==> src/ped_pkg.sv <==
// constants, register map and encodings of the pin edge detect and filter block
package ped_pkg;
  localparam int unsigned CLK_HZ = 50_000_000;
  localparam int unsigned NMI_DELAY_US = 10;
  localparam int unsigned NMI_DELAY_CYCLES = NMI_DELAY_US * (CLK_HZ / 1_000_000);
  localparam int unsigned FILTER_RUN = 4;
  localparam int unsigned FILTERED_PINS = 7;
  localparam logic [1:0] SLOW_DIV_LAST = 2'h3;

  // register indices; byte address is four times the index
  localparam logic [15:0] IDX_NPC = 16'hff3b;
  localparam logic [15:0] IDX_EDGE_SEL0 = 16'hff3c;
  localparam logic [15:0] IDX_EDGE_SEL1 = 16'hff3d;
  localparam logic [15:0] IDX_FLAGS0 = 16'hff3e;
  localparam logic [15:0] IDX_FLAGS1 = 16'hff3f;
  localparam logic [31:0] ADDR_NPC = {14'h0000, IDX_NPC, 2'h0};
  localparam logic [31:0] ADDR_EDGE_SEL0 = {14'h0000, IDX_EDGE_SEL0, 2'h0};
  localparam logic [31:0] ADDR_EDGE_SEL1 = {14'h0000, IDX_EDGE_SEL1, 2'h0};
  localparam logic [31:0] ADDR_FLAGS0 = {14'h0000, IDX_FLAGS0, 2'h0};
  localparam logic [31:0] ADDR_FLAGS1 = {14'h0000, IDX_FLAGS1, 2'h0};

  localparam logic [7:0] NPC_RST = 8'h00;
  localparam logic [7:0] EDGE_SEL_RST = 8'h00;
  localparam logic [7:0] FLAGS_RST = 8'h00;
  localparam logic [7:0] NPC_MASK = 8'h7f;
  localparam logic [7:0] EDGE_SEL0_MASK = 8'hfd;
  localparam logic [7:0] FLAGS1_MASK = 8'h3f;

  localparam logic [1:0] EDGE_FALL = 2'h0;
  localparam logic [1:0] EDGE_RISE = 2'h1;
  localparam logic [1:0] EDGE_BOTH = 2'h3;

  localparam logic [7:0] NMI_VECTOR = 8'h02;
  localparam logic [7:0] SLOT0_VECTOR = 8'h0c;
  localparam logic [7:0] SLOT1_VECTOR = 8'h0e;
  localparam logic [4:0] SLOT0_PRIO = 5'h03;
  localparam logic [4:0] SLOT1_PRIO = 5'h04;
  localparam logic [19:0] SLOT0_CTRL_WORD = 20'hfe0c;
  localparam logic [19:0] SLOT1_CTRL_WORD = 20'hfe0e;

  localparam logic [1:0] HTRANS_NONSEQ = 2'h2;
  localparam logic HRESP_OKAY = 1'b0;
endpackage

==> src/ped_noise_filter.sv <==
// synchroniser and four-sample digital noise filter for one pin
`timescale 1ns/1ns
module ped_noise_filter #(
  parameter int unsigned RUN = ped_pkg::FILTER_RUN
) (
  input wire logic hclk,
  input wire logic hresetn,
  input wire logic pin,
  input wire logic sample_en,
  output logic level_r
);
  logic sync1_r;
  logic sync2_r;
  logic [RUN-2:0] hist_r;
  logic [RUN-1:0] window;

  always_ff @(posedge hclk or negedge hresetn) begin
    if (!hresetn) begin
      sync1_r <= 1'b0;
      sync2_r <= 1'b0;
    end else begin
      sync1_r <= pin;
      sync2_r <= sync1_r;
    end
  end

  assign window = {hist_r, sync2_r};

  always_ff @(posedge hclk or negedge hresetn) begin
    if (!hresetn) begin
      hist_r <= '0;
    end else if (sample_en) begin
      hist_r <= window[RUN-2:0];
    end
  end

  // level changes only after RUN identical samples in a row
  always_ff @(posedge hclk or negedge hresetn) begin
    if (!hresetn) begin
      level_r <= 1'b0;
    end else if (sample_en && &window) begin
      level_r <= 1'b1;
    end else if (sample_en && ~|window) begin
      level_r <= 1'b0;
    end
  end
endmodule

==> src/ped_nmi_delay.sv <==
// delay filter for the non-maskable pin, stands in for the analog delay line
`timescale 1ns/1ns
module ped_nmi_delay #(
  parameter int unsigned CYCLES = ped_pkg::NMI_DELAY_CYCLES
) (
  input wire logic hclk,
  input wire logic hresetn,
  input wire logic pin,
  output logic level_r
);
  localparam int unsigned CW = $clog2(CYCLES + 1);
  localparam logic [CW-1:0] LAST = CW'(CYCLES - 1);
  logic sync1_r;
  logic sync2_r;
  logic [CW-1:0] cnt_r;

  always_ff @(posedge hclk or negedge hresetn) begin
    if (!hresetn) begin
      sync1_r <= 1'b0;
      sync2_r <= 1'b0;
    end else begin
      sync1_r <= pin;
      sync2_r <= sync1_r;
    end
  end

  // any return to the old level restarts the wait
  always_ff @(posedge hclk or negedge hresetn) begin
    if (!hresetn) begin
      cnt_r <= '0;
      level_r <= 1'b0;
    end else if (sync2_r == level_r) begin
      cnt_r <= '0;
    end else if (cnt_r == LAST) begin
      cnt_r <= '0;
      level_r <= sync2_r;
    end else begin
      cnt_r <= cnt_r + CW'(1);
    end
  end
endmodule

==> src/ped_top.sv <==
// edge detection unit: pin filters, edge flags, requests and AHB-Lite registers
// How it works
// - edge flags set on every rising or falling edge; only valid edges request
// - pin high after reset release counts as a rising edge and sets its flag
// - filter select register, one rate bit per pin in bits 0..6, bit 7 zero
// - full rate rejects 3 clocks, accepts 4; quarter rejects 12, accepts 16
// - non-maskable pin passes a delay filter of about 10 us before detection
// - new level accepted after four identical successive samples, else noise
// - filter adds four sampling clocks between pin edge and detection
// - valid edges on a pin may be missed while its edge select is rewritten
// - non-maskable valid edge raises request with vector 02h
// - pin 0 request shares slot with timer 0 match 0; priority 3, vector 0ch
// - pin 1 request shares slot with timer 0 match 1; priority 4, vector 0eh
// - edge field 00 falling, 01 rising, 11 both, 10 none; nmi bit 0 fall 1 rise
// - stop and idle halt detection on filtered pins, non-maskable pin keeps on
// - pins 0..3 capture timer 0, pin 4 starts converter, 5 and 6 count clocks
// - second flag register holds pins 4..6 as fall/rise pairs, bits 6..7 zero
//
// The AHB-Lite slave port was left to the implementer.
`timescale 1ns/1ns
module ped_top #(
  parameter int unsigned PINS = ped_pkg::FILTERED_PINS,
  parameter int unsigned NMI_CYCLES = ped_pkg::NMI_DELAY_CYCLES
) (
  input wire logic hclk,
  input wire logic hresetn,
  input wire logic hsel,
  input wire logic [31:0] haddr,
  input wire logic [1:0] htrans,
  input wire logic hwrite,
  input wire logic [2:0] hsize,
  input wire logic [31:0] hwdata,
  input wire logic hready,
  output logic [31:0] hrdata,
  output logic hreadyout,
  output logic hresp,
  input wire logic nmi_input_pin,
  input wire logic [6:0] filtered_input_pins,
  input wire logic standby_stop,
  input wire logic standby_idle,
  input wire logic timer0_match0_request,
  input wire logic timer0_match1_request,
  output logic nmi_request,
  output logic [6:0] ext_request_pin,
  output logic slot0_request,
  output logic slot1_request,
  output logic [7:0] nmi_vector,
  output logic [7:0] slot0_vector,
  output logic [7:0] slot1_vector,
  output logic [4:0] slot0_priority,
  output logic [4:0] slot1_priority,
  output logic [3:0] timer0_capture_trig,
  output logic adc_start_trig,
  output logic tmr2_count_clk,
  output logic tmr3_count_clk
);
  // register state
  logic [7:0] noise_filter_clock_select_r;
  logic [7:0] edge_sel0_r;
  logic [7:0] edge_sel1_r;
  logic [7:0] flags0_r;
  logic [5:0] flags1_r;

  // bus state
  logic wr_pend_r;
  logic [31:0] wr_addr_r;
  logic [31:0] hrdata_r;
  logic take;

  // detection state
  logic [1:0] div_r;
  logic slow_strobe;
  logic [PINS-1:0] level;
  logic [PINS-1:0] prev_r;
  logic [PINS-1:0] rise;
  logic [PINS-1:0] fall;
  logic [PINS-1:0] valid;
  logic [PINS-1:0] sel_busy;
  logic [PINS-1:0] sample_en;
  logic [2*PINS-1:0] pin_sel;
  logic [2*PINS-1:0] seen;
  logic [PINS-1:0] req_r;
  logic nmi_level;
  logic nmi_prev_r;
  logic nmi_req_r;
  logic nmi_sel_busy;
  logic nmi_valid;
  logic halted;
  logic slot0_r;
  logic slot1_r;

  // selected edge of a two-bit field; the prohibited code selects nothing
  function automatic logic edge_valid(input logic [1:0] sel, input logic r, input logic f);
    logic v;
    v = 1'b0;
    case (sel)
      ped_pkg::EDGE_FALL: v = f;
      ped_pkg::EDGE_RISE: v = r;
      ped_pkg::EDGE_BOTH: v = r | f;
      default: v = 1'b0;
    endcase
    return v;
  endfunction

  function automatic logic addr_is(input logic [31:0] a, input logic [31:0] reg_addr);
    return a == reg_addr;
  endfunction

  // ---------------- bus slave ----------------
  // zero wait states: every transfer finishes in one data phase
  assign hreadyout = 1'b1;
  assign hresp = ped_pkg::HRESP_OKAY;
  // hrdata stands until the next read, so a master that waits still sees it
  assign hrdata = hrdata_r;
  assign take = hsel && hready && (htrans == ped_pkg::HTRANS_NONSEQ);

  // writes land one cycle late, once hwdata stands in the data phase
  always_ff @(posedge hclk or negedge hresetn) begin
    if (!hresetn) begin
      wr_pend_r <= 1'b0;
    end else begin
      wr_pend_r <= take && hwrite;
    end
  end

  always_ff @(posedge hclk or negedge hresetn) begin
    if (!hresetn) begin
      wr_addr_r <= '0;
    end else if (take && hwrite) begin
      wr_addr_r <= haddr;
    end
  end

  // read data sampled at the address phase; unmapped addresses read zero
  always_ff @(posedge hclk or negedge hresetn) begin
    if (!hresetn) begin
      hrdata_r <= '0;
    end else if (take && !hwrite) begin
      if (addr_is(haddr, ped_pkg::ADDR_NPC)) begin
        hrdata_r <= {24'h000000, noise_filter_clock_select_r};
      end else if (addr_is(haddr, ped_pkg::ADDR_EDGE_SEL0)) begin
        hrdata_r <= {24'h000000, edge_sel0_r};
      end else if (addr_is(haddr, ped_pkg::ADDR_EDGE_SEL1)) begin
        hrdata_r <= {24'h000000, edge_sel1_r};
      end else if (addr_is(haddr, ped_pkg::ADDR_FLAGS0)) begin
        hrdata_r <= {24'h000000, flags0_r};
      end else if (addr_is(haddr, ped_pkg::ADDR_FLAGS1)) begin
        hrdata_r <= {26'h0000000, flags1_r};
      end else begin
        hrdata_r <= '0;
      end
    end
  end

  // ---------------- control registers ----------------
  always_ff @(posedge hclk or negedge hresetn) begin
    if (!hresetn) begin
      noise_filter_clock_select_r <= ped_pkg::NPC_RST;
    end else if (wr_pend_r && addr_is(wr_addr_r, ped_pkg::ADDR_NPC)) begin
      noise_filter_clock_select_r <= hwdata[7:0] & ped_pkg::NPC_MASK;
    end
  end

  always_ff @(posedge hclk or negedge hresetn) begin
    if (!hresetn) begin
      edge_sel0_r <= ped_pkg::EDGE_SEL_RST;
    end else if (wr_pend_r && addr_is(wr_addr_r, ped_pkg::ADDR_EDGE_SEL0)) begin
      edge_sel0_r <= hwdata[7:0] & ped_pkg::EDGE_SEL0_MASK;
    end
  end

  always_ff @(posedge hclk or negedge hresetn) begin
    if (!hresetn) begin
      edge_sel1_r <= ped_pkg::EDGE_SEL_RST;
    end else if (wr_pend_r && addr_is(wr_addr_r, ped_pkg::ADDR_EDGE_SEL1)) begin
      edge_sel1_r <= hwdata[7:0];
    end
  end

  // a write cycle to a select register blanks valid edges of its pins
  always_comb begin
    sel_busy = '0;
    nmi_sel_busy = 1'b0;
    if (wr_pend_r && addr_is(wr_addr_r, ped_pkg::ADDR_EDGE_SEL0)) begin
      sel_busy[2:0] = 3'h7;
      nmi_sel_busy = 1'b1;
    end
    if (wr_pend_r && addr_is(wr_addr_r, ped_pkg::ADDR_EDGE_SEL1)) begin
      sel_busy[6:3] = 4'hf;
    end
  end

  // pin n field sits at pin_sel[2n+1:2n]
  assign pin_sel = {edge_sel1_r, edge_sel0_r[7:2]};

  // ---------------- sampling and filters ----------------
  always_ff @(posedge hclk or negedge hresetn) begin
    if (!hresetn) begin
      div_r <= '0;
    end else begin
      div_r <= div_r + 2'h1;
    end
  end

  // one shared phase: all slow pins sample on the same cycle
  assign slow_strobe = (div_r == ped_pkg::SLOW_DIV_LAST);

  genvar gi;
  generate
    for (gi = 0; gi < PINS; gi++) begin : g_pin
      // select bit 1 samples on one clock in four
      assign sample_en[gi] = noise_filter_clock_select_r[gi] ? slow_strobe : 1'b1;

      ped_noise_filter #(
        .RUN(ped_pkg::FILTER_RUN)
      ) u_filter (
        .hclk(hclk),
        .hresetn(hresetn),
        .pin(filtered_input_pins[gi]),
        .sample_en(sample_en[gi]),
        .level_r(level[gi])
      );

      assign valid[gi] = edge_valid(pin_sel[2*gi+1 -: 2], rise[gi], fall[gi]);
      assign seen[2*gi] = fall[gi];
      assign seen[2*gi+1] = rise[gi];
    end
  endgenerate

  ped_nmi_delay #(
    .CYCLES(NMI_CYCLES)
  ) u_nmi (
    .hclk(hclk),
    .hresetn(hresetn),
    .pin(nmi_input_pin),
    .level_r(nmi_level)
  );

  // ---------------- edge detection ----------------
  assign halted = standby_stop || standby_idle;

  // filtered levels start at zero, so a pin already high gives a rising edge
  always_ff @(posedge hclk or negedge hresetn) begin
    if (!hresetn) begin
      prev_r <= '0;
    end else begin
      prev_r <= level;
    end
  end

  // nmi history kept apart: that pin never halts
  always_ff @(posedge hclk or negedge hresetn) begin
    if (!hresetn) begin
      nmi_prev_r <= 1'b0;
    end else begin
      nmi_prev_r <= nmi_level;
    end
  end

  // standby drops filtered-pin edges; the non-maskable pin is never halted
  assign rise = halted ? '0 : (level & ~prev_r);
  assign fall = halted ? '0 : (~level & prev_r);
  assign nmi_valid = edge_valid({1'b0, edge_sel0_r[0]}, nmi_level & ~nmi_prev_r,
    ~nmi_level & nmi_prev_r);

  // registered so consumers see clean one-cycle pulses
  always_ff @(posedge hclk or negedge hresetn) begin
    if (!hresetn) begin
      req_r <= '0;
    end else begin
      req_r <= valid & ~sel_busy;
    end
  end

  always_ff @(posedge hclk or negedge hresetn) begin
    if (!hresetn) begin
      nmi_req_r <= 1'b0;
    end else begin
      nmi_req_r <= nmi_valid && !nmi_sel_busy;
    end
  end

  // ---------------- edge flags ----------------
  // hardware set wins over a software write in the same cycle
  always_ff @(posedge hclk or negedge hresetn) begin
    if (!hresetn) begin
      flags0_r <= ped_pkg::FLAGS_RST;
    end else if (wr_pend_r && addr_is(wr_addr_r, ped_pkg::ADDR_FLAGS0)) begin
      flags0_r <= hwdata[7:0] | seen[7:0];
    end else begin
      flags0_r <= flags0_r | seen[7:0];
    end
  end

  always_ff @(posedge hclk or negedge hresetn) begin
    if (!hresetn) begin
      flags1_r <= ped_pkg::FLAGS_RST[5:0];
    end else if (wr_pend_r && addr_is(wr_addr_r, ped_pkg::ADDR_FLAGS1)) begin
      flags1_r <= (hwdata[5:0] & ped_pkg::FLAGS1_MASK[5:0]) | seen[13:8];
    end else begin
      flags1_r <= flags1_r | seen[13:8];
    end
  end

  // ---------------- shared interrupt slots ----------------
  // timer matches pass one register, aligned with the pin requests
  always_ff @(posedge hclk or negedge hresetn) begin
    if (!hresetn) begin
      slot0_r <= 1'b0;
    end else begin
      slot0_r <= valid[0] && !sel_busy[0] || timer0_match0_request;
    end
  end

  always_ff @(posedge hclk or negedge hresetn) begin
    if (!hresetn) begin
      slot1_r <= 1'b0;
    end else begin
      slot1_r <= valid[1] && !sel_busy[1] || timer0_match1_request;
    end
  end

  // ---------------- outputs ----------------
  assign nmi_request = nmi_req_r;
  assign ext_request_pin = req_r;
  assign slot0_request = slot0_r;
  assign slot1_request = slot1_r;
  assign nmi_vector = ped_pkg::NMI_VECTOR;
  assign slot0_vector = ped_pkg::SLOT0_VECTOR;
  assign slot1_vector = ped_pkg::SLOT1_VECTOR;
  assign slot0_priority = ped_pkg::SLOT0_PRIO;
  assign slot1_priority = ped_pkg::SLOT1_PRIO;
  assign timer0_capture_trig = req_r[3:0];
  assign adc_start_trig = req_r[4];
  assign tmr2_count_clk = req_r[5];
  assign tmr3_count_clk = req_r[6];
endmodule

==> config.mk <==
export PLATFORM = sky130hd
export DESIGN_NAME = ped_top
export DESIGN_NICKNAME = d
export VERILOG_FILES = /design/src/ped_pkg.sv /design/src/ped_noise_filter.sv /design/src/ped_nmi_delay.sv /design/src/ped_top.sv
export SDC_FILE = /design/constraint.sdc
export NUM_CORES = 1
export LEC_CHECK = 0
export BUFFER_PORTS_ARGS = -buffer_cell sky130_fd_sc_hd__clkbuf_2
export CAP_MARGIN = 20
export CORE_MARGIN = 1.5
export CORE_UTILIZATION = 34
export DETAILED_ROUTE_END_ITERATION = 10
export GPL_ROUTABILITY_DRIVEN = 0
export PLACE_DENSITY_LB_ADDON = 0.1
export SLEW_MARGIN = 40
export SYNTH_ARGS = -nofsm -noshare
export SYNTH_HDL_FRONTEND = slang
export SYNTH_SLANG_ARGS = --single-unit
==> constraint.sdc <==
create_clock -name hclk -period 2.2 [get_ports hclk]
set_clock_uncertainty 0.15 [all_clocks]
set_input_delay 0.11 -clock hclk [delete_from_list [all_inputs] [get_ports hclk]]
set_output_delay 0.11 -clock hclk [all_outputs]
set_load 0.01 [all_outputs]
==> results.json <==
{
  "cts.sinks": 151,
  "die_y_microns": 146,
  "synth.area.top_cells": "dfrtp_1 54%, mux2_2 13%, buf_4 7.2%",
  "critical_path.max_fanout": 7,
  "end_kind": "flip-flop",
  "async_flop_share": 1.00,
  "hp-class": "in2reg",
  "required_ps": 2340,
  "insertion_delay_ps": 420,
  "multi_input_area_sq_mm": 0.00301,
  "synth_ff_type": "dfrtp_1",
  "ios": 171,
  "hold_start": "standby_stop",
  "die_x_microns": 146,
  "clockRootBuffer": "clkbuf_16",
  "start_kind": "flip-flop",
  "seq_area_frac_synth": 0.541,
  "initial_core_util": 0.346,
  "total_power_mw": 6.88,
  "synth_top_area_share": 0.541,
  "antenna_found_initial": 0,
  "fmax_ghz": 0.436,
  "n_fill_cell": 1902,
  "finalSetupViolCount": 19,
  "n_antenna_cell": 0,
  "maxCapViolations": 0,
  "htreeDepth": 4,
  "critical_path_class": "reg2reg",
  "fin_util": 0.448,
  "hold_viol_final": 0,
  "wl_met1_microns": 7540,
  "vias": 4934,
  "synth_common_cells": "151 x dfrtp_1, 82 x mux2_2, 67 x buf_4",
  "finalCriticalPeriod_ps": 2290,
  "grt_setup_unrepaired": "yes",
  "drive_gt1_frac": 0.337,
  "nets": 835,
  "status": "complete, but fails checks",
  "synth_edf_count": 0,
  "core_sq_mm": 0.0202,
  "synth-seq-cells": 151,
  "synth_cells": 591,
  "drt_iter0_drc": 261,
  "ir_worst_vdd_uv": 472,
  "drc": 0,
  "dr.max_layer_used": "met4",
  "cts_tree": "yes",
  "fin_crit_sh": 1.04,
  "port_buffers": 83,
  "rows": 52,
  "die_area_sq_mm": 0.0214,
  "yosysMostFrequentCell": "dfrtp_1",
  "yosysTopAreaCell": "dfrtp_1",
  "syn_to_final_growth_pct": 29.5,
  "cts_buffer_depth": 2,
  "ant_nets": 0,
  "stdcell_count": 1029,
  "wirelength_microns": 16800,
  "powerDensity_mw_per_mm2": 761,
  "crit_arrival_ps": 2430,
  "cts_buffers": 17,
  "fin_ws_ps": -91.2,
  "maxSlewViolCount": 0,
  "avgSynthCellArea_sq_um": 11.8,
  "syn_area_sq_mm": 0.00698,
  "wl_met3_microns": 789,
  "overflow": 0,
  "yosysWarnings": 0,
  "grt_max_degree": 59,
  "grt_pass1_vias": 4983,
  "relSlewSlack": 0.576,
  "met2_wirelength_microns": 8210,
  "register_area_sq_mm": 0.00378,
  "place_hpwl_microns": 12000,
  "wl_per_cell_microns": 16.3,
  "rrSetupSlack_ps": -90,
  "power_leakage_nw": 4.01,
  "max_slew.worst_pin.slew_ps": 635,
  "crit_start": "wr_addr_r[27]$_DFFE_PN0P_",
  "grt_use_total": 0.162,
  "dp.cells": 942,
  "clk_pin_slew_ps": 60,
  "synth.distinct_cells": 48,
  "vias_per_cell": 4.79,
  "timing.rr.start": "wr_addr_r[27]$_DFFE_PN0P_",
  "holdWs_ps": 39.5,
  "first_pass_iters": 4,
  "violations": "setup timing",
  "grt_pass1_wl_microns": 26900
}
==> registers in the layout (all words and copies together), names as in the netlist, 2 cells and up <==
signal,count
noise_filter_clock_select_r,7
div_r,2
hrdata,8
edge_sel1_r,8
flags1_r,6
edge_sel0_r,7
g_pin.u_filter.sync1_r,7
wr_addr_r,32
g_pin.u_filter.hist_r,21
ext_request_pin,7
g_pin.u_filter.sync2_r,7
g_pin.u_filter.level_r,7
prev_r,7
u_nmi.cnt_r,9
flags0_r,8
==> cells by family after synthesis <==
| family | Yosys count | share of synthesized area |
|---|---|---|
| mux | 84 | 0.135 |
| other cells | 2 | 0.00108 |
| flops | 151 | 0.541 |
| compound gates | 67 | 0.0720 |
| simple gates | 172 | 0.140 |
| fa+ha+maj | 2 | 0.00358 |
| xor+xnor | 14 | 0.0176 |
| buf+inv | 99 | 0.0898 |
==> report_power, final <==
part | switching, mW | leakage, nW | internal [mW] | total, mW
Combinational | 0.392 | 1.87 | 0.413 | 0.805
Sequential | 0.162 | 1.86 | 2.99 | 3.15
Clock | 1.12 | 0.284 | 1.81 | 2.93
Total | 1.67 | 4.01 | 5.21 | 6.88
==> stage by stage <==
step / setup WS, ps / area (sq um) / setup TNS, ps
floorplan: -41.9 / 7230 / -279
CTS: -56.3 / 8850 / -560
finish: -91.2 / 9040 / -738
detailed placement: -116 / 7650 / -2150
global route: -148 / 9040 / -2790
global placement: -85.0 / 7650 / -1280
==> critical path, stage by stage, from the launching register on <==
cell	delay, ps
dfrtp_1	380
or4_4	540
or4_4	600
clkbuf_16	200
o31ai_2	200
nand3_1	90
==> cells in the final DEF, fill, tap and decap left out, drive strengths merged, types with 14 or more instances in the layout <==
master and n:
nand3 17, mux2 82, nand2b 14, nand2 29, nand4 15, clkbuf 108, dlygate4sd3 49, o31ai 14
dfrtp 151, nor2 34, buf 34, conb 60
==> timing repair <==
item	CTS	global route
resized for setup	24	22
pin swaps	3	5
endpoints found under the setup margin	36	41
hold buffers	49	0
cloned	0	2
setup buffers	1	4
hold endpoints to repair	131	0
==> layout make-up <==
type,instances,share of cell area
Sequential cell,151,0.418
Multi-Input combinational cell,399,0.333
Timing Repair Buffer,167,0.142
Clock buffer,24,0.0555
Tap cell,270,0.0374
Clock inverter,7,0.0102
Inverter,11,0.00457
==> per-layer routing <==
layer | vias up | GRT usage
li1 | 2324 | -
met1 | 2463 | 0.214
met2 | 124 | 0.256
met3 | 23 | 0.0431
met4 | 0 | 0.0591
met5 | - | 0
==> final timing paths <==
check,endpoint,cells after the start
min in group asynchronous,g_pin[4].u_filter.hist_r[0]$_DFFE_PN0P_,2
worst max-delay path,flags1_r[1]$_DFF_PN0_,5
worst max register to register,flags1_r[1]$_DFF_PN0_,5
max in group asynchronous,u_nmi.cnt_r[3]$_DFF_PN0_,3
worst min register to register,g_pin[1].u_filter.sync2_r$_DFF_PN0_,0
worst min-delay path,ext_request_pin[4]$_DFF_PN0_,4
Power figures use the tool's default switching activity.
